[src/logic/pwr_seq_pkg.sv]
// Behaviour
// - Regulator counts as operational 2 ms after enable returns high.
// - Power state changes on release of the toggle pulse, not its start.
// - Power state monitor is 0 when powered down, 1 when powered on.
// - Toggle power-down notifies the network before communication stops.
// - A software command performs the same power-down as the toggle.
// - Monitor does not fall while any signal input is driven high, except when the regulator enable goes low.
// - Auxiliary supply is on while the monitor is high, off while low.
package pwr_seq_pkg;

    // ==================================================================
    // Clock and timing
    localparam int unsigned CLK_KHZ       = 200_000;
    localparam int unsigned REG_READY_MS  = 2;
    localparam int unsigned ON_HOLD_S     = 5;
    localparam int unsigned OFF_HOLD_S    = 3;
    localparam logic [31:0] REG_READY_CYC = 32'(CLK_KHZ * REG_READY_MS);
    localparam logic [31:0] ON_HOLD_CYC   = 32'(CLK_KHZ * 1000 * ON_HOLD_S);
    localparam logic [31:0] OFF_HOLD_CYC  = 32'(CLK_KHZ * 1000 * OFF_HOLD_S);
    localparam logic [31:0] CNT_MAX       = 32'hFFFF_FFFF;

    // ==================================================================
    // Reset values
    localparam logic PIN_IDLE_HIGH = 1'b1;
    localparam logic PIN_IDLE_LOW  = 1'b0;

    // ==================================================================
    // Power states
    typedef enum logic [3:0] {
        ST_OFF    = 4'b0001,
        ST_ON     = 4'b0010,
        ST_DETACH = 4'b0100,
        ST_DRAIN  = 4'b1000
    } state_type;

endpackage : pwr_seq_pkg

[src/logic/modem_power_control_sequencer.sv]
`timescale 1ns/1ps
module modem_power_control_sequencer #(
    parameter logic [31:0] REG_READY_CYC = pwr_seq_pkg::REG_READY_CYC,
    parameter logic [31:0] ON_HOLD_CYC   = pwr_seq_pkg::ON_HOLD_CYC,
    parameter logic [31:0] OFF_HOLD_CYC  = pwr_seq_pkg::OFF_HOLD_CYC
) (
    input  wire logic ref_clk_in,               // 200 MHz clock
    input  wire logic sys_rst_in,               // Synchronous reset, active high
    input  wire logic regulator_enable_n_in,    // Enable pin, low = regulator off
    input  wire logic hard_reset_n_in,          // Hard reset pin, low = reset
    input  wire logic power_toggle_n_in,        // Power toggle pin, low = pressed
    input  wire logic inputs_driven_high_in,    // Any signal input seen high
    input  wire logic sw_power_down_in,         // Software power-down pulse
    input  wire logic detach_done_in,           // Network detach finished
    output logic      power_state_monitor_out,  // 1 = powered on
    output logic      aux_supply_out,           // Auxiliary supply enable
    output logic      regulator_ready_out,      // Regulator operational
    output logic      detach_request_out,       // Ask radio to leave network
    output logic      core_reset_out            // Hold modem core in reset
);
    import pwr_seq_pkg::*;

    logic        reg_en_f;
    logic        hard_rst_n_f;
    logic        toggle_n_f;
    logic        inputs_high_f;
    logic        toggle_prev_q;
    logic        toggle_rel;
    logic [31:0] press_cnt_q;
    logic [31:0] reg_cnt_q;
    logic        reg_ready_q;
    logic        reg_ready_d;
    state_type   state_q;
    state_type   state_d;
    logic        monitor_q;
    logic        aux_q;
    logic        detach_q;
    logic        core_rst_q;

    // ==================================================================
    // Decoding
    function automatic logic is_powered(input state_type s);
        return s != ST_OFF;
    endfunction : is_powered

    // ==================================================================
    // Pin conditioning
    pin_filter #(.IDLE_LEVEL(PIN_IDLE_HIGH)) u_en_filt (
        .ref_clk_in (ref_clk_in),
        .sys_rst_in (sys_rst_in),
        .pin_in     (regulator_enable_n_in),
        .level_out  (reg_en_f)
    );
    pin_filter #(.IDLE_LEVEL(PIN_IDLE_HIGH)) u_rst_filt (
        .ref_clk_in (ref_clk_in),
        .sys_rst_in (sys_rst_in),
        .pin_in     (hard_reset_n_in),
        .level_out  (hard_rst_n_f)
    );
    pin_filter #(.IDLE_LEVEL(PIN_IDLE_HIGH)) u_tog_filt (
        .ref_clk_in (ref_clk_in),
        .sys_rst_in (sys_rst_in),
        .pin_in     (power_toggle_n_in),
        .level_out  (toggle_n_f)
    );
    pin_filter #(.IDLE_LEVEL(PIN_IDLE_LOW)) u_in_filt (
        .ref_clk_in (ref_clk_in),
        .sys_rst_in (sys_rst_in),
        .pin_in     (inputs_driven_high_in),
        .level_out  (inputs_high_f)
    );

    // ==================================================================
    // Regulator start-up delay
    always_ff @(posedge ref_clk_in) begin
        if (sys_rst_in || !reg_en_f) begin
            reg_cnt_q <= 32'h0000_0000;
        end else if (reg_cnt_q != REG_READY_CYC) begin
            reg_cnt_q <= reg_cnt_q + 32'h0000_0001;
        end
    end

    assign reg_ready_d = reg_en_f && (reg_cnt_q == REG_READY_CYC - 32'h0000_0001 || reg_ready_q);

    always_ff @(posedge ref_clk_in) begin
        if (sys_rst_in) begin
            reg_ready_q <= 1'b0;
        end else begin
            reg_ready_q <= reg_ready_d;
        end
    end

    // ==================================================================
    // Toggle press length
    assign toggle_rel = toggle_n_f && !toggle_prev_q;

    always_ff @(posedge ref_clk_in) begin
        if (sys_rst_in) begin
            toggle_prev_q <= 1'b1;
            press_cnt_q   <= 32'h0000_0000;
        end else begin
            toggle_prev_q <= toggle_n_f;
            if (toggle_n_f || !reg_ready_q) begin
                press_cnt_q <= 32'h0000_0000;
            end else if (press_cnt_q != CNT_MAX) begin
                press_cnt_q <= press_cnt_q + 32'h0000_0001;
            end
        end
    end

    // ==================================================================
    // Power state
    always_comb begin
        state_d = state_q;
        unique case (state_q)
            ST_OFF: begin
                if (reg_ready_q && toggle_rel && press_cnt_q >= ON_HOLD_CYC) begin
                    state_d = ST_ON;
                end
            end
            ST_ON: begin
                if (reg_ready_q && toggle_rel && press_cnt_q >= OFF_HOLD_CYC) begin
                    state_d = ST_DETACH;
                end else if (reg_ready_q && sw_power_down_in) begin
                    state_d = ST_DETACH;
                end
            end
            ST_DETACH: begin
                if (detach_done_in) begin
                    state_d = ST_DRAIN;
                end
            end
            ST_DRAIN: begin
                if (!inputs_high_f) begin
                    state_d = ST_OFF;
                end
            end
            default: begin
                state_d = ST_OFF;
            end
        endcase
        if (!reg_en_f) begin
            state_d = ST_OFF;
        end
    end

    always_ff @(posedge ref_clk_in) begin
        if (sys_rst_in) begin
            state_q <= ST_OFF;
        end else begin
            state_q <= state_d;
        end
    end

    // ==================================================================
    // Outputs
    always_ff @(posedge ref_clk_in) begin
        if (sys_rst_in) begin
            monitor_q  <= 1'b0;
            aux_q      <= 1'b0;
            detach_q   <= 1'b0;
            core_rst_q <= 1'b1;
        end else begin
            monitor_q  <= is_powered(state_d);
            aux_q      <= is_powered(state_d);
            detach_q   <= state_d == ST_DETACH;
            core_rst_q <= !reg_ready_d || !is_powered(state_d) || !hard_rst_n_f;
        end
    end

    assign power_state_monitor_out = monitor_q;
    assign aux_supply_out          = aux_q;
    assign regulator_ready_out     = reg_ready_q;
    assign detach_request_out      = detach_q;
    assign core_reset_out          = core_rst_q;
endmodule : modem_power_control_sequencer

[src/logic/pin_filter.sv]
`timescale 1ns/1ps
module pin_filter #(
    parameter logic IDLE_LEVEL = 1'b1
) (
    input  wire logic ref_clk_in,  // 200 MHz clock
    input  wire logic sys_rst_in,  // Synchronous reset, active high
    input  wire logic pin_in,      // Asynchronous pin level
    output logic      level_out    // Filtered level
);
    logic s1_q;
    logic s2_q;
    logic s3_q;
    logic level_q;

    // ==================================================================
    // Three stages; a change counts once stages two and three agree
    always_ff @(posedge ref_clk_in) begin
        if (sys_rst_in) begin
            s1_q    <= IDLE_LEVEL;
            s2_q    <= IDLE_LEVEL;
            s3_q    <= IDLE_LEVEL;
            level_q <= IDLE_LEVEL;
        end else begin
            s1_q <= pin_in;
            s2_q <= s1_q;
            s3_q <= s2_q;
            if (s2_q == s3_q) begin
                level_q <= s3_q;
            end
        end
    end

    assign level_out = level_q;

endmodule : pin_filter

[config.mk]
export PLATFORM = sky130hd
export DESIGN_NAME = modem_power_control_sequencer
export DESIGN_NICKNAME = d
export VERILOG_FILES = /design/src/logic/pwr_seq_pkg.sv /design/src/logic/modem_power_control_sequencer.sv /design/src/logic/pin_filter.sv
export SDC_FILE = /design/constraint.sdc
export NUM_CORES = 1
export LEC_CHECK = 0
export ABC_AREA = 1
export BUFFER_PORTS_ARGS = -buffer_cell sky130_fd_sc_hd__buf_2
export CELL_PAD_IN_SITES_DETAIL_PLACEMENT = 0
export CELL_PAD_IN_SITES_GLOBAL_PLACEMENT = 1
export CORE_UTILIZATION = 41
export CTS_CLUSTER_DIAMETER = 120
export DETAILED_ROUTE_END_ITERATION = 6
export HOLD_SLACK_MARGIN = 0.06
export PLACE_DENSITY_LB_ADDON = 0.2
export RECOVER_POWER = 50
export SETUP_SLACK_MARGIN = 0.4
export SKIP_CTS_REPAIR_TIMING = 1
export SLEW_MARGIN = 10
export SYNTH_ARGS = -nofsm -noshare
export SYNTH_HDL_FRONTEND = slang
export SYNTH_SLANG_ARGS = --single-unit
[constraint.sdc]
create_clock -name ref_clk_in -period 3.2 [get_ports ref_clk_in]
set_input_delay 0 -clock ref_clk_in [delete_from_list [all_inputs] [get_ports ref_clk_in]]
set_output_delay 0 -clock ref_clk_in [all_outputs]
set_load 0.05 [all_outputs]
-- Word level (Yosys, flattened, before mapping)
Index checks and enable logic that the tools add are counted.
- $lt $le $gt $ge: 2
- add/sub/neg operators: 2
- reduce and logical (&&, ||, !) cells: 18
- equal/unequal tests: 13
- multiplexer cells: 7
- operator list (cell ; number):
    adder 32 x 1 -> 32 bit, second input constant ; 2
    greater-or-equal comparator 32 x 30 -> 1 bit, second input constant ; 2
    == test 32 x 19 -> 1 bit, second input constant ; 1
    != test 32 x 19 -> 1 bit, second input constant ; 1
    != test 32 bit, second input constant ; 1
    two-way mux 4 bit ; 6
    case mux 4 bit (4 select lines) ; 1
    == test 4 x 3 -> 1 bit, second input constant ; 2
    logical AND 1 bit ; 6
    logical NOT 1 bit ; 6
    logical OR 1 bit ; 5
    == test 1 bit ; 4
    == test 4 x 1 -> 1 bit, second input constant ; 1
    == test 4 x 2 -> 1 bit, second input constant ; 1
    == test 4 bit, second input constant ; 1
    != test 4 x 1 -> 1 bit, second input constant ; 1
    OR reduction 2 bit ; 1
- output and inout port bits: 5
- input port bits: 8
- bits in registers: 89
- word-level logic and storage cells: 66

-- Depth between registers and ports, before layout
Gate-level depths: netlist of the first run.
- depth after elaboration: 11
- mapped depth: 13
- gate-level depth less buffers: 13

-- Modules after synthesis
A second synthesis of the first run with hierarchy kept.
- cell total of the unflattened synthesis: 692
- area total of the unflattened synthesis: 4705.8 sq um
- by module, submodules not included (module ; area an instance (sq um) ; instances ; cells each ; seq. area each (sq um)):
    modem_power_control_sequencer ; 4197.8 ; 1 ; 634 ; 1461.4
    pin_filter at u_en_filt ... ; 128.9 ; 3 ; 15 ; 80.1
    pin_filter at u_in_filt ; 121.4 ; 1 ; 13 ; 80.1

-- Worst setup path after synthesis of the first run
OpenSTA, ideal clock, no wires.
- kind: reg2reg
- from: reg reg_ready_q (netlist: regulator_ready_out)
- to: reg press_cnt_q[0]
- setup time: 71 ps
- cell stages (with the launch flop): 6
- clock period less this slack: 1554 ps
- slack: 1646 ps
- data required time: 3129 ps
- arrival: 1483 ps
- cells stage by stage: dfxtp_1 -> inv_1 -> nor2_2 -> inv_1 -> clkbuf_1 -> a21oi_1
- longest elaborated chain between the ends: 3
- RTL lines (item ; RTL line ; text):
    from (decl) ; modem_power_control_sequencer.sv:31 ; logic reg_ready_q;
    from (signal assigned) ; modem_power_control_sequencer.sv:89 ; reg_ready_q <= reg_ready_d;
    logical NOT 1 bit ; modem_power_control_sequencer.sv:103 ; if (toggle_n_f || !reg_ready_q) begin
    logical OR 1 bit ; modem_power_control_sequencer.sv:103 ;
    OR reduction 2 bit (no line) ; -- ;
    to (signal assigned) ; modem_power_control_sequencer.sv:106 ; press_cnt_q <= press_cnt_q + 32'h0000_0001;
    to (decl) ; modem_power_control_sequencer.sv:29 ; logic [31:0] press_cnt_q;
No other way between the ends.
A chain may end at the register's enable or synchronous reset.

-- Final worst setup path of the first run
- from: in sys_rst_in
- to: reg press_cnt_q[10]
- longest elaborated chain between the ends: 1
- RTL lines (item ; RTL line ; text):
    from (decl) ; modem_power_control_sequencer.sv:8 ; input wire logic sys_rst_in,
    OR reduction 2 bit (no line) ; -- ;
No other way between the ends.

==> flow_metrics.tcl, run 1 <==
set metrics [dict create \
    wirelength_mm 10.8 \
    num-fill-cells 1141 \
    row_count 38 \
    yosys_warnings 0 \
    place_congestion 0.870 \
    insertedDiodeCount 0 \
    grt_max_degree 22 \
    synth-edff-count 0 \
    power_density_nw_per_um2 445 \
    critPathRequiredTime_ns 3.47 \
    design_power_total_mw 2.33 \
    hold_depth 6 \
    hold_violations 0 \
    max_freq_mhz 422 \
    fin_util 0.477 \
    critPathMaxFanout 20 \
    p_leak_nw 2.21 \
    cts-root-buf "clkbuf_16" \
    dieArea_sq_um 11800 \
    cts.path.max_buffers 2 \
    r2r_slack_ns 1.08 \
    path_class "primary input to flop" \
    vias 4208 \
    grt_pass1_wl_mm 18.3 \
    final_common_cell "nand2_1" \
    fin_skew_ns 0.00601 \
    layout-drive-gt1-share 0.100 \
    worstPathArrival_ns 2.64 \
    drv_cap 0 \
    yosysSeqAreaShare 0.382 \
    cts_inserted_buffers 9 \
    synth-seq-cells 89 \
    grt_pass1_vias 3934 \
    antenna_found_initial 0 \
    cts.sinks 89 \
    via_per_inst 4.96 \
    tns_ns 0 \
    area_growth_pct 12.1 \
    synthArstFlopShare 0 \
    reg2reg_depth 8 \
    setup_viol 0 \
    cts_tree "yes" \
    drc 0 \
    overflow 0 \
    layout.nets 716 \
    start_util 0.425 \
    wire_per_inst_um 12.8 \
    drt-pass1-iter-count 5 \
    regArea_sq_um 1780 \
    dominantRegCellSynth "dfxtp_1" \
    worst_pin_slew_ns 0.838 \
    relSlewSlack 0.441 \
    synthDistinctLibCells 45 \
    core-area_sq_um 11000 \
    port_buffers 12 \
    htree_levels 3 \
    max_stage_delay_ns 0.64 \
    cp_cell_sequence "dlygate4sd3_1, clkbuf_1, inv_1, nand2_1, nor2_2, clkbuf_1, inv_1, a31oi_1" \
    final.period_utilization 0.741 \
    largestRegisters "press_cnt_q: 32 flops, reg_cnt_q: 32 flops, state_q: 4 flops" \
    ir_worst_vdd_mv 0.265 \
    multi_input_area_sq_um 2430 \
    critPathLaunchType "primary input" \
    clock_latency_ns 0.35 \
    grt_use_total 0.200 \
    ant_nets 0 \
    die_w_um 109 \
    critical-path-slowest-cell "clkbuf_1" \
    fin_crit_ns 2.37 \
    dp_slack_ns 1.06 \
    final_area_sq_um 5230 \
    outcome "finished clean" \
    hp-class "primary input to flop" \
    clk_pin_slew_ns 0.07 \
    die_h_um 109 \
    placed_area_sq_um 4860 \
    rsz0062_at_grt "false" \
    ios 13 \
    syn_area_per_cell_sq_um 6.82 \
    hpwl_mm 8.26 \
    layout_setup_ws_ns 0.829 \
    syn-cell-area_sq_um 4670 \
    syn_nets 696 \
    drt_iter0_markers 253 \
    drv_slew 0 \
    mostFrequentLayoutCells "nand2_1, inv_1, nor2_1, dfxtp_1, a21oi_1" \
    crit_path_end_kind "flop" \
    synth_cells 684 \
]
==> Yosys cell counts (2+ instances only) <==
master / instances / area (sq um)
nand3b_1: 3 / 22.5
nand2_1: 148 / 556
nand3_2: 2 / 20.0
nor2_8: 2 / 40.0
nand3_1: 34 / 170
xnor2_1: 6 / 52.6
o21ai_0: 17 / 85.1
nor2_4: 3 / 33.8
ha_1: 4 / 50.1
nor4_1: 4 / 25.0
a31oi_1: 4 / 25.0
or2_2: 11 / 68.8
inv_1: 96 / 360
buf_4: 2 / 15.0
nor3_1: 27 / 135
dfxtp_1: 89 / 1780
o21ai_1: 18 / 90.1
nor2_2: 6 / 37.5
nor3_2: 2 / 20.0
clkbuf_1: 6 / 22.5
inv_2: 9 / 33.8
nand2_2: 4 / 25.0
buf_2: 2 / 10.0
nand2_4: 3 / 33.8
nand4_1: 21 / 131
a21oi_1: 39 / 195
xor2_1: 16 / 140
nor2_1: 89 / 334
==> cell families (layout without fill, tap and decap cells) <==
kind of cell | count (synthesis) | in the layout | share of synthesized area
AND/OR/NAND/NOR | 367 | 367 | 0.372
buffers and inverters | 117 | 142 | 0.0981
flip-flops | 89 | 89 | 0.382
AO/OA/AOI/OAI | 85 | 85 | 0.0965
XOR/XNOR | 22 | 22 | 0.0413
adder cells (fa/ha/maj) | 4 | 4 | 0.0107
==> where the power goes <==
group	switching, mW	internal, mW	total [mW]	leakage, nW
Sequential	0.00650	1.12	1.12	0.720
Combinational	0.0239	0.0190	0.0429	1.33
Clock	0.472	0.692	1.16	0.158
==> critical path: cells and delay by family <==
kind	cells	cell delay [ns]
buffers and inverters	5	2.20
AO/OA/AOI/OAI	1	0.26
AND/OR/NAND/NOR	2	0.18
==> routing by layer <==
| layer | vias up | routed length, um | track usage |
|---|---|---|---|
| met5 | - | 0 | 0 |
| met4 | 0 | 200 | 0.0811 |
| met3 | 14 | 143 | 0.0287 |
| met2 | 32 | 5090 | 0.334 |
| met1 | 1932 | 5420 | 0.260 |
| li1 | 2230 | - | - |
==> layout make-up <==
class	instances	share of cell area
clock inverter	7	0.0194
sequential	89	0.340
tap	140	0.0335
clock buffer	9	0.0430
multi-input combinational	478	0.464
inverter	106	0.0763
timing repair buffer	20	0.0237
==> metrics by stage <==
step,hold slack [ns],instances
after floorplan,0.104,684
after global placement,0.185,827
after detailed placement,0.192,827
after CTS,-0.169,843
after global routing,0.0889,849
final,0.0264,849
==> worst paths after layout <==
path                    startpoint               to
setup / recovery        sys_rst_in  press_cnt_q[10]
hold / removal    sw_power_down_in       state_q[1]
setup reg to reg    press_cnt_q[1]  press_cnt_q[30]
hold reg to reg     u_in_filt.s1_q   u_in_filt.s2_q
(Power assumes the default switching activity.)
==> run 2, diff against run 1 <==
Clock period 3.2 ns to 2.4 ns, I/O delays scaled along.
==> flow_metrics.tcl, run 2 (synthesized netlist as in run 1, its figures left out) <==
set metrics [dict create \
    outcome "finished clean" \
    core-area_sq_um 11000 \
    path_class "primary input to flop" \
    max_stage_delay_ns 0.53 \
    drt-pass1-iter-count 4 \
    path_common_cell "inv_1" \
    ant_nets 0 \
    start_util 0.425 \
    cts_tree "yes" \
    drv_cap 0 \
    cts.path.max_buffers 2 \
    vias 4235 \
    grt_max_degree 22 \
    cp.buffers_inverters 4 \
    critical-path-slowest-cell "dlygate4sd3_1" \
    grt_pass1_vias 3948 \
    tns_ns 0 \
    place_congestion 0.860 \
    worst_pin_slew_ns 0.725 \
    clock_latency_ns 0.35 \
    max_freq_mhz 549 \
    cp_cell_sequence "dlygate4sd3_1, clkbuf_1, inv_1, nand2_1, nor2_2, inv_1, a31oi_1" \
    fin_crit_ns 1.82 \
    wire_per_inst_um 13.0 \
    drc 0 \
    fin_util 0.477 \
    cts.sinks 89 \
    port_buffers 12 \
    relSlewSlack 0.516 \
    hpwl_mm 8.38 \
    hp-class "primary input to flop" \
    p_leak_nw 2.21 \
    final_common_cell "nand2_1" \
    num-fill-cells 1149 \
    reg2reg_depth 8 \
    via_per_inst 4.98 \
    worstHoldStart "sw_power_down_in" \
    die_w_um 109 \
    insertedDiodeCount 0 \
    critPathRequiredTime_ns 2.67 \
    drv_slew 0 \
    crit_path_end_kind "flop" \
    r2r_start "press_cnt_q[1]" \
    grt_use_total 0.203 \
    ir_worst_vdd_mv 0.316 \
    layout.nets 718 \
    r2r_end "press_cnt_q[30]" \
    grt_pass1_wl_mm 18.5 \
    power_density_nw_per_um2 581 \
    setup_viol 0 \
    hold_depth 6 \
    largestRegisters "press_cnt_q: 32 flops, reg_cnt_q: 32 flops, state_q: 4 flops" \
    worstPathArrival_ns 2.10 \
    clk_pin_slew_ns 0.07 \
    htree_levels 3 \
    critPathMaxFanout 20 \
    cts-root-buf "clkbuf_16" \
    rsz0062_at_grt "false" \
    drt_iter0_markers 232 \
    hold_violations 0 \
    area_growth_pct 12.4 \
    overflow 0 \
    critPathLaunchType "primary input" \
    antenna_found_initial 0 \
    row_count 38 \
    crit_family "buffers and inverters" \
    fin_skew_ns 0.00656 \
    dieArea_sq_um 11800 \
    cts_inserted_buffers 9 \
    die_h_um 109 \
    final.period_utilization 0.760 \
    layout-drive-gt1-share 0.104 \
    hold_end "state_q[1]" \
    ios 13 \
    wirelength_mm 11.1 \
    mostFrequentLayoutCells "nand2_1, inv_1, nor2_1, dfxtp_1, a21oi_1" \
    r2r_slack_ns 0.63 \
]
run 2: changes by cell type in the layout (fill, tap and decap cells not counted):
cell           delta
buf_4             +2
clkbuf_8          +2
bufinv_16         -1
clkbuf_1          -1
clkinv_4          -1
dlygate4sd3_1     +1
ha_1              -1
ha_2              +1
inv_6             +1
inv_8             -1
run 2: metrics by stage:
step	hold slack [ns]	instance area, sq um	worst slack (ns)	total power, mW	cells
final	0.0505	5240	0.577	3.05	851
after global routing	0.108	5240	0.308	3.15	851
after CTS	-0.175	5180	0.568	3.08	844
after detailed placement	0.192	4870	0.576	1.58	828
after global placement	0.185	4870	0.627	1.58	828
after floorplan	0.104	4670	0.846	1.57	684
run 2: report_power, final:
group / internal, mW / switching [mW] / total [mW]
clock: 0.870 / 0.620 / 1.49
sequential: 1.49 / 0.00878 / 1.50
combinational: 0.0274 / 0.0324 / 0.0598
run 2: final cells by class:
| type | instances | area [sq um] | share of cell area |
|---|---|---|---|
| clock buffers | 11 | 253 | 0.0482 |
| clock inverters | 5 | 60.1 | 0.0115 |
| inverters | 106 | 399 | 0.0761 |
| multi-input cells | 478 | 2430 | 0.463 |
| flip-flops and latches | 89 | 1780 | 0.340 |
| well taps | 140 | 175 | 0.0334 |
| repair buffers | 22 | 145 | 0.0277 |
run 2: layer usage:
layer	part of all wire	vias to the layer above	GRT usage
met2	0.46	61	0.325
met5	0	-	0
li1	-	2229	-
met4	0.024	0	0.0946
met3	0.024	19	0.0305
met1	0.49	1926	0.267
run 2: worst max-delay path by stage:
stage	from	endpoint	slack, ns	cells after the start
finish	sys_rst_in	press_cnt_q[11]	0.58	7
global route	sys_rst_in	press_cnt_q[9]	0.31	7
CTS	press_cnt_q[0]	press_cnt_q[30]	0.57	8
detailed placement	press_cnt_q[0]	press_cnt_q[30]	0.58	8
global placement	press_cnt_q[0]	press_cnt_q[30]	0.63	8
floorplan	regulator_ready_out	press_cnt_q[0]	0.85	5
run 2: worst register-to-register path, cell delays in order (launching register included):
cell and delay, ns:
dfxtp_1 0.35, ha_2 0.22, and3_2 0.25, nand2_2 0.11
nor2_4 0.05, nand2_2 0.08, clkinv_2 0.25, o31ai_1 0.29
inv_1 0.07
